`config.mk`:
```
export PLATFORM = sky130hd
export DESIGN_NAME = ipwt_top
export DESIGN_NICKNAME = d
export VERILOG_FILES = /design/src/ipwt_pkg.sv /design/src/ipwt_count_if.sv /design/src/ipwt_tick_div.sv /design/src/ipwt_countdown.sv /design/src/ipwt_top.sv
export SDC_FILE = /design/constraint.sdc
export NUM_CORES = 1
export LEC_CHECK = 0
export BUFFER_PORTS_ARGS = -buffer_cell sky130_fd_sc_hd__buf_2
export CORE_MARGIN = 4
export CORE_UTILIZATION = 30
export DETAILED_ROUTE_END_ITERATION = 8
export GPL_ROUTABILITY_DRIVEN = 0
export PLACE_DENSITY = 0.42
export SLEW_MARGIN = 10
export SYNTH_ARGS = -nofsm -noshare
export SYNTH_HDL_FRONTEND = slang
export SYNTH_HIERARCHICAL = 1
export SYNTH_SLANG_ARGS = --single-unit
```
`constraint.sdc`:
```
create_clock -name ref_clk -period 3.1 [get_ports ref_clk]
set_input_delay 0.155 -clock ref_clk [delete_from_list [all_inputs] [get_ports ref_clk]]
set_output_delay 0.155 -clock ref_clk [all_outputs]
set_load 0.05 [all_outputs]
```
`src/ipwt_pkg.sv`:
```
package ipwt_pkg;

  // Host I/O port addresses
  localparam logic [15:0] IPWT_INDEX_PORT      = 16'h002E;
  localparam logic [15:0] IPWT_DATA_PORT       = 16'h002F;

  // Configuration keys written to the index port
  localparam logic [7:0]  IPWT_UNLOCK_KEY      = 8'h87;
  localparam logic [7:0]  IPWT_LOCK_KEY        = 8'hAA;

  // Register indices
  localparam logic [7:0]  IPWT_IDX_DEV_SELECT  = 8'h07;
  localparam logic [7:0]  IPWT_IDX_FUNC_ENABLE = 8'h30;
  localparam logic [7:0]  IPWT_IDX_UNIT_CFG    = 8'hF0;
  localparam logic [7:0]  IPWT_IDX_COUNT       = 8'hF1;
  localparam logic [7:0]  IPWT_IDX_CTRL_STAT   = 8'hF2;

  // Logical device number of the supervision timer
  localparam logic [7:0]  IPWT_SUPERVISION_TIMER_LDN = 8'h08;

  // Field positions
  localparam int          IPWT_ENABLE_BIT      = 0;
  localparam int          IPWT_UNIT_MIN_BIT    = 3;
  localparam int          IPWT_MOUSE_BIT       = 7;
  localparam int          IPWT_KBD_BIT         = 6;
  localparam int          IPWT_FORCE_BIT       = 5;
  localparam int          IPWT_STATUS_BIT      = 4;

  // Reset and read values
  localparam logic [7:0]  IPWT_DEV_SELECT_RST  = 8'h00;
  localparam logic [7:0]  IPWT_COUNT_RST       = 8'h00;
  localparam logic [7:0]  IPWT_RD_IDLE         = 8'hFF;
  localparam logic [7:0]  IPWT_RD_UNMAPPED     = 8'h00;

  // Timing
  localparam longint      IPWT_CLK_PERIOD_NS   = 100;
  localparam longint      IPWT_SECOND_NS       = 1000000000;
  localparam longint      IPWT_SECOND_CYCLES   = IPWT_SECOND_NS / IPWT_CLK_PERIOD_NS;
  localparam int          IPWT_SEC_PER_MIN     = 60;
  localparam int          IPWT_DIV_WIDTH       = 24;

  // Configuration access states
  typedef enum logic [1:0] {
    IPWT_LOCKED,
    IPWT_HALF_KEY,
    IPWT_OPEN
  } ipwt_access_type;

endpackage

```
`src/ipwt_count_if.sv`:
```
`timescale 1ns/1ps
interface ipwt_count_if;
  logic       load;
  logic [7:0] loadValue;
  logic       run;
  logic       tick;
  logic [7:0] count;
  logic       expire;

  modport ctrl (output load, output loadValue, output run, output tick,
                input count, input expire);
  modport cnt  (input load, input loadValue, input run, input tick,
                output count, output expire);
endinterface

```
`src/ipwt_tick_div.sv`:
```
`timescale 1ns/1ps
module ipwt_tick_div
  import ipwt_pkg::*;
#(
  parameter int unsigned DIV   = 10,
  parameter int unsigned WIDTH = 24
) (
  input  wire logic ref_clk,
  input  wire logic srst,
  input  wire logic restart,
  input  wire logic tickIn,
  output logic      tickOut
);
  logic [WIDTH-1:0] phase_r;
  wire              wrap = tickIn && (phase_r == WIDTH'(DIV - 1));

  // Counts input ticks, pulses once every DIV of them
  always_ff @(posedge ref_clk) begin
    if (srst || restart) begin
      phase_r <= '0;
      tickOut <= 1'b0;
    end else begin
      tickOut <= wrap;
      if (wrap) begin
        phase_r <= '0;
      end else if (tickIn) begin
        phase_r <= phase_r + WIDTH'(1);
      end
    end
  end
endmodule

```
`src/ipwt_countdown.sv`:
```
`timescale 1ns/1ps
module ipwt_countdown
  import ipwt_pkg::*;
(
  input  wire logic ref_clk,
  input  wire logic srst,
  ipwt_count_if.cnt cif
);
  wire lastUnit = cif.run && cif.tick && (cif.count == 8'h01);

  // Load wins; zero holds the counter stopped
  always_ff @(posedge ref_clk) begin
    if (srst) begin
      cif.count  <= IPWT_COUNT_RST;
      cif.expire <= 1'b0;
    end else begin
      cif.expire <= lastUnit && !cif.load;
      if (cif.load) begin
        cif.count <= cif.loadValue;
      end else if (cif.run && cif.tick && (cif.count != 8'h00)) begin
        cif.count <= cif.count - 8'h01;
      end
    end
  end
endmodule

```
`src/ipwt_top.sv`:
```
// Summary of operation
// Index port plus adjacent data port
// Host writes index before data access
// Two unlock key writes open configuration
// Device number eight selects timer registers
// Timer disabled until enable written one
// Unit bit three: seconds or minutes
// Zero count holds timer stopped
// Nonzero count sets units until timeout
// Expiry without reload raises timeout output
// Count write restarts countdown as reload
// Control bit seven enables mouse reload
// Control bit six enables keyboard reload
// Control bit five forces timeout, self-clears
// Control bit four reads timeout status
// Lock key write closes configuration
// Timeout spans 1 to 255 units
// Prescaled unit tick decrements, zero expires
`timescale 1ns/1ps
module ipwt_top
  import ipwt_pkg::*;
#(
  parameter longint SECOND_CYCLES = IPWT_SECOND_CYCLES
) (
  input  wire logic        ref_clk,
  input  wire logic        srst,
  input  wire logic [15:0] ioAddr,
  input  wire logic        ioWrStb,
  input  wire logic        ioRdStb,
  input  wire logic [7:0]  ioWrData,
  output logic      [7:0]  ioRdData,
  input  wire logic        kbdActivity,
  input  wire logic        mouseActivity,
  output logic             timeoutPulse,
  output logic             timeoutStatus
);

  // Access state and latched index
  ipwt_access_type accessState_r;
  ipwt_access_type accessState_nxt;
  logic [7:0]      index_r;

  // Register contents
  logic [7:0]      devSelect_r;
  logic            enable_r;
  logic            unitMinutes_r;
  logic [7:0]      timeoutCount_r;
  logic            mouseReload_r;
  logic            kbdReload_r;
  logic            status_r;
  logic            forcePending_r;

  // Count path carrier
  ipwt_count_if    cif ();

  // Tick chain
  logic            secTick;
  logic            minTick;

  // Port decode
  wire             indexHit   = (ioAddr == IPWT_INDEX_PORT);
  wire             dataHit    = (ioAddr == IPWT_DATA_PORT);
  wire             indexWr    = ioWrStb && indexHit;
  wire             dataWr     = ioWrStb && dataHit;
  wire             dataRd     = ioRdStb && dataHit;
  wire             indexRd    = ioRdStb && indexHit;
  wire             idleRd     = dataRd || indexRd;

  // Configuration currently open
  wire             isOpen     = (accessState_r == IPWT_OPEN);

  // Data port reaches the register picked by the last index write
  wire             openDataWr = dataWr && isOpen;
  wire             openDataRd = dataRd && isOpen;

  // Key values seen on the index port
  wire             unlockKeyWr = indexWr && (ioWrData == IPWT_UNLOCK_KEY);
  wire             lockKeyWr   = indexWr && (ioWrData == IPWT_LOCK_KEY);
  wire             indexLoad   = indexWr && isOpen && !lockKeyWr;

  // Timer registers answer only while its logical device is selected
  wire             timerSel   = (devSelect_r == IPWT_SUPERVISION_TIMER_LDN);

  // Register decode on the latched index
  wire             selDev     = (index_r == IPWT_IDX_DEV_SELECT);
  wire             selEnable  = timerSel && (index_r == IPWT_IDX_FUNC_ENABLE);
  wire             selUnit    = timerSel && (index_r == IPWT_IDX_UNIT_CFG);
  wire             selCount   = timerSel && (index_r == IPWT_IDX_COUNT);
  wire             selCtrl    = timerSel && (index_r == IPWT_IDX_CTRL_STAT);

  // Write strobes per register
  wire             wrDev      = openDataWr && selDev;
  wire             wrEnable   = openDataWr && selEnable;
  wire             wrUnit     = openDataWr && selUnit;
  wire             wrCount    = openDataWr && selCount;
  wire             wrCtrl     = openDataWr && selCtrl;

  // Fields of the byte written on the data port
  wire             wrEnableBit = ioWrData[IPWT_ENABLE_BIT];
  wire             wrUnitBit   = ioWrData[IPWT_UNIT_MIN_BIT];
  wire             wrMouseBit  = ioWrData[IPWT_MOUSE_BIT];
  wire             wrKbdBit    = ioWrData[IPWT_KBD_BIT];
  wire             wrForceBit  = ioWrData[IPWT_FORCE_BIT];

  // Reload sources
  wire             mouseKick  = mouseReload_r && mouseActivity;
  wire             kbdKick    = kbdReload_r && kbdActivity;
  wire             hwReload   = mouseKick || kbdKick;
  wire             anyReload  = wrCount || hwReload;

  // Value loaded into the counter: new write or programmed interval
  wire [7:0]       reloadVal  = wrCount ? ioWrData : timeoutCount_r;

  // Force request taken from a control write with bit five set
  wire             forceWr    = wrCtrl && wrForceBit;

  // Countdown, expiry and force wait on the enable bit
  wire             timerLive  = enable_r;

  // Timeout events: countdown expiry or forced
  wire             forceFire  = forcePending_r && timerLive;
  wire             expireFire = cif.expire && timerLive;
  wire             timeoutEvt = forceFire || expireFire;

  // Status clears on a fresh count write or when the timer is disabled
  wire             statusClr  = wrCount || (wrEnable && !wrEnableBit);

  // Status after this edge; a new event wins over a clear
  wire             statusNxt  = timeoutEvt || (status_r && !statusClr);

  // Control register read image
  wire [7:0]       ctrlImage  = {mouseReload_r, kbdReload_r, 1'b0, status_r, 4'h0};

  // Read words of each register
  wire [7:0]       devWord    = devSelect_r;
  wire [7:0]       enableWord = {7'h00, enable_r};
  wire [7:0]       unitWord   = {4'h0, unitMinutes_r, 3'h0};
  wire [7:0]       countWord  = timeoutCount_r;

  // Read data selection
  wire [7:0]       rdImage;
  assign rdImage = selDev    ? devWord :
                   selEnable ? enableWord :
                   selUnit   ? unitWord :
                   selCount  ? countWord :
                   selCtrl   ? ctrlImage :
                               IPWT_RD_UNMAPPED;

  // Unlock and lock sequence on the index port
  always_comb begin
    accessState_nxt = accessState_r;
    case (accessState_r)
      IPWT_LOCKED: begin
        if (unlockKeyWr) begin
          accessState_nxt = IPWT_HALF_KEY;
        end
      end
      IPWT_HALF_KEY: begin
        if (indexWr) begin
          if (unlockKeyWr) begin
            accessState_nxt = IPWT_OPEN;
          end else begin
            accessState_nxt = IPWT_LOCKED;
          end
        end
      end
      IPWT_OPEN: begin
        if (lockKeyWr) begin
          accessState_nxt = IPWT_LOCKED;
        end
      end
      default: begin
        accessState_nxt = IPWT_LOCKED;
      end
    endcase
  end

  // Access state register
  always_ff @(posedge ref_clk) begin
    if (srst) begin
      accessState_r <= IPWT_LOCKED;
    end else begin
      accessState_r <= accessState_nxt;
    end
  end

  // Index latch while configuration is open
  always_ff @(posedge ref_clk) begin
    if (srst) begin
      index_r <= 8'h00;
    end else if (indexLoad) begin
      index_r <= ioWrData;
    end
  end

  // Logical device select
  always_ff @(posedge ref_clk) begin
    if (srst) begin
      devSelect_r <= IPWT_DEV_SELECT_RST;
    end else if (wrDev) begin
      devSelect_r <= ioWrData;
    end
  end

  // Function enable, off after reset
  always_ff @(posedge ref_clk) begin
    if (srst) begin
      enable_r <= 1'b0;
    end else if (wrEnable) begin
      enable_r <= wrEnableBit;
    end
  end

  // Counting unit, seconds after reset
  always_ff @(posedge ref_clk) begin
    if (srst) begin
      unitMinutes_r <= 1'b0;
    end else if (wrUnit) begin
      unitMinutes_r <= wrUnitBit;
    end
  end

  // Programmed interval, 1 to 255 units or zero for stopped
  always_ff @(posedge ref_clk) begin
    if (srst) begin
      timeoutCount_r <= IPWT_COUNT_RST;
    end else if (wrCount) begin
      timeoutCount_r <= ioWrData;
    end
  end

  // Mouse reload enable, off after reset
  always_ff @(posedge ref_clk) begin
    if (srst) begin
      mouseReload_r <= 1'b0;
    end else if (wrCtrl) begin
      mouseReload_r <= wrMouseBit;
    end
  end

  // Keyboard reload enable, off after reset
  always_ff @(posedge ref_clk) begin
    if (srst) begin
      kbdReload_r <= 1'b0;
    end else if (wrCtrl) begin
      kbdReload_r <= wrKbdBit;
    end
  end

  // Force request held one cycle, never stored as a readable bit
  always_ff @(posedge ref_clk) begin
    if (srst) begin
      forcePending_r <= 1'b0;
    end else begin
      forcePending_r <= forceWr;
    end
  end

  // Sticky timeout status; a new event wins over a clear
  always_ff @(posedge ref_clk) begin
    if (srst) begin
      status_r <= 1'b0;
    end else if (timeoutEvt) begin
      status_r <= 1'b1;
    end else if (statusClr) begin
      status_r <= 1'b0;
    end
  end

  // Timeout pulse, one cycle per event
  always_ff @(posedge ref_clk) begin
    if (srst) begin
      timeoutPulse <= 1'b0;
    end else begin
      timeoutPulse <= timeoutEvt;
    end
  end

  // Status pin, always equal to the readable status bit
  always_ff @(posedge ref_clk) begin
    if (srst) begin
      timeoutStatus <= 1'b0;
    end else begin
      timeoutStatus <= statusNxt;
    end
  end

  // Registered read data on the data port
  always_ff @(posedge ref_clk) begin
    if (srst) begin
      ioRdData <= IPWT_RD_IDLE;
    end else if (openDataRd) begin
      ioRdData <= rdImage;
    end else if (idleRd) begin
      ioRdData <= IPWT_RD_IDLE;
    end
  end

  // Prescalers restart with every reload so a new count gets whole units
  wire             unitRestart = anyReload;

  // One second tick from the device clock
  ipwt_tick_div #(
    .DIV   (int'(SECOND_CYCLES)),
    .WIDTH (IPWT_DIV_WIDTH)
  ) u_sec_div (
    .ref_clk (ref_clk),
    .srst    (srst),
    .restart (unitRestart),
    .tickIn  (1'b1),
    .tickOut (secTick)
  );

  // One minute tick from sixty seconds
  ipwt_tick_div #(
    .DIV   (IPWT_SEC_PER_MIN),
    .WIDTH (IPWT_DIV_WIDTH)
  ) u_min_div (
    .ref_clk (ref_clk),
    .srst    (srst),
    .restart (unitRestart),
    .tickIn  (secTick),
    .tickOut (minTick)
  );

  // Unit tick picked by the unit bit
  wire             unitTick   = unitMinutes_r ? minTick : secTick;

  // Countdown control
  assign cif.load      = anyReload;
  assign cif.loadValue = reloadVal;
  assign cif.run       = timerLive;
  assign cif.tick      = unitTick;

  // Countdown of whole units to expiry
  ipwt_countdown u_countdown (
    .ref_clk (ref_clk),
    .srst    (srst),
    .cif     (cif.cnt)
  );

endmodule

```
==> out/metrics.yaml <==
critical_path:
  ff2ff_path_depth: 7
  worstSetupPathType: "reg -> reg"
  worstPathRequired_ns: 3.34
  cp-end-kind: "register"
  slowest_delay_ns: 0.41
  worstReg2RegEnd: "u_countdown/cif.count[6]$_SDFFE_PP0P_"
  timing.rr.start: "devSelect_r[1]$_SDFFE_PP0P_"
  crit_slowest_cell: "a221o_1"
  r2r_setup_slack_ns: 0.83
  crit_buf_inv: 1
  cp_max_fo: 11
  crit_path_cell_trace: "nor4_1 > nand4_1 > nor3_4 > a221o_1 > buf_4 > nor2b_1 > a2111oi_1"
  startpoint_type: "register"
  critPathTopFamily: "compound AO/OA/AOI/OAI gates"
  worstPathArrival_ns: 2.51
power:
  max-vdd-ir-drop_mv: 0.249
  power_density_nw_per_um2: 465
  leakage_uw: 0.00205
  p_total_uw: 2670
floorplanning:
  std_cell_rows: 46
  initial_core_util_pct: 31.0
  fp.dieW_um: 137
  die_h_um: 137
  die_area_um2: 18700
  core-area_um2: 16100
  io_pins: 40
synthesis:
  synth_top_cell_area_share_pct: 40.7
  synth_area_um2: 4970
  synth_cell_types: 68
  yosysWarnings: 6
  yosys-top-cells-area: "dfxtp_1, nor2_1, mux2i_1"
  ys_seq_area_share_pct: 40.7
  synth_top_cell_by_area: "dfxtp_1"
  syn_inst: 546
  ys_seq_elements: 101
  syn_avg_cell_area_um2: 9.11
  synth-edff-count: 0
  synthArstFlopShare_pct: 0
  synth_flop_cell: "dfxtp_1"
clocking:
  postCtsResizedCells: 0
  cts_num_sinks: 101
  clk_pin_slew_ns: 0.08
  cts-root-buf: "clkbuf_16"
  holdBufCountCts: 0
  clock_latency_ns: 0.36
  cts_tree: "done"
  postCtsSetupBuffers: 0
  htree_levels: 3
  clk_path_buf_depth: 2
  cts_made_buffers: 9
global_route:
  grt_pass1_wl_mm: 20.6
  grt_pass1_vias: 3896
  antenna_found_initial: 0
  grt_overflow_total: 0
  grt_max_degree: 25
  grt.total_usage_pct: 13.9
run:
  max_cap_viol_count: 0
placed_design:
  post-dp-hpwl_mm: 9.10
  dpl-instance-area_um2: 5400
  portBuffers: 39
  dp_cells: 791
detailed_routing:
  vias: 4138
  antenna_left: 0
  firstDrtPassIters: 4
  remaining_drc_errors: 0
  via_per_inst: 5.13
  wire_per_inst_um: 15.6
  first_iter_violations: 211
  finalWirelength_mm: 12.6
timing:
  rsz0062_at_grt: "no"
  fin_crit_ns: 2.27
  report.final.slew_viol_count: 0
  period_share_pct: 73.3
  finalSetupViolCount: 0
  hold_viol_final: 0
  fin_skew_ns: 0.0137
  max_freq_mhz: 440
  slew_headroom_pct: 62.8
  setup_tns_ns: 0
  tightest_slew_ns: 0.556
outcome:
  run_status: "finished clean"
final_layout:
  postLayoutCoreUtil_pct: 35.7
  final_area_um2: 5730
  antennaDiodeCount: 0
  final_cell_mix: "dfxtp_1, nor2_1, buf_2"
  nets: 621
  fin_cells: 807
  fill_cells: 1641
  drive_gt1_share_pct: 16.8
  layout_commonest_cell: "dfxtp_1"
  area_growth_pct: 15.2
min_path:
  hold_path_class: "in -> reg"
  whs_path_depth: 3
  hold_start: "ioWrData[4]"
  holdPathEnd: "devSelect_r[4]$_SDFFE_PP0P_"
[flip-flops by register name, summed over array words and instances, names as in the netlist, 2 cells and up]
signal,cells
u_sec_div/phase_r,24
index_r,8
accessState_r,2
devSelect_r,8
ioRdData,8
u_min_div/phase_r,24
u_countdown/cif.count,8
countWord,8
[layer usage]
metal	share of wire, %	track usage [%]	routed length, um
met4	1.3	3.42	164
met3	4.7	4.15	589
met1	50	18.9	6260
met2	44	21.6	5540
met5	0	0	0
[power breakdown]
group	switching (uW)	internal, uW
clock	545	745
sequential	3.56	1300
combinational	50.0	25.6
total	598	2070
[per-stage QoR]
step           hold WS, ns  worst slack (ns)
3_5_place_dp         0.468             0.730
2_1_floorplan        0.234             0.969
4_1_cts              0.117             0.844
5_1_grt              0.131             0.651
3_3_place_gp         0.463             0.847
6_report             0.123             0.828
[logic make-up after synthesis]
| kind of cell | count (synthesis) | synth area share, % |
|---|---|---|
| other | 1 | 0.0754 |
| buffers and inverters | 29 | 2.87 |
| muxes | 34 | 7.07 |
| DFF | 101 | 40.7 |
| AOI/OAI and AO/OA | 80 | 10.9 |
| xor gates and xnor gates | 28 | 4.93 |
| and+or+nand+nor | 268 | 32.3 |
| adders and majority gates | 5 | 1.26 |
[area by class of cell]
type	instances	area (um^2)	share of cell area (%)
timing repair buffer	45	240	4.19
sequential	101	2020	35.3
clock buffer	10	239	4.17
tap	216	270	4.72
clock inverter	6	97.6	1.70
inverter	8	30.0	0.524
multi-input combinational	421	2830	49.4
[synthesized netlist by cell type (13+ instances only)]
cell and number:
mux2i_1 25, xor2_1 18, nor4_1 16, nand2_1 21
nand3_1 19, and2_1 13, a21oi_1 26, nand4_1 23
nor2_1 75, clkbuf_1 13, dfxtp_1 101, nor3_1 15
[worst max-delay path by stage]
stage | slack (ns) | from | endpoint | cells after the start
floorplan | 0.97 | devSelect_r[4]$_SDFFE_PP0P_ | u_countdown/cif.count[6]$_SDFFE_PP0P_ | 7
global placement | 0.85 | ioAddr[8] | u_countdown/cif.count[6]$_SDFFE_PP0P_ | 8
detailed placement | 0.73 | ioAddr[8] | u_countdown/cif.count[6]$_SDFFE_PP0P_ | 8
CTS | 0.84 | u_sec_div/phase_r[0]$_SDFFE_PP0P_ | u_sec_div/phase_r[22]$_SDFFE_PP0P_ | 5
global route | 0.65 | index_r[0]$_SDFFE_PP0P_ | u_countdown/cif.count[4]$_SDFFE_PP0P_ | 7
finish | 0.83 | devSelect_r[1]$_SDFFE_PP0P_ | u_countdown/cif.count[6]$_SDFFE_PP0P_ | 7
[tightest hold or removal path, delay by kind of cell]
family | cells | cell delay [ns]
and+or+nand+nor | 1 | 0.07
buffers and inverters | 1 | 0.14
muxes | 1 | 0.09
(Power assumes the default switching activity.)
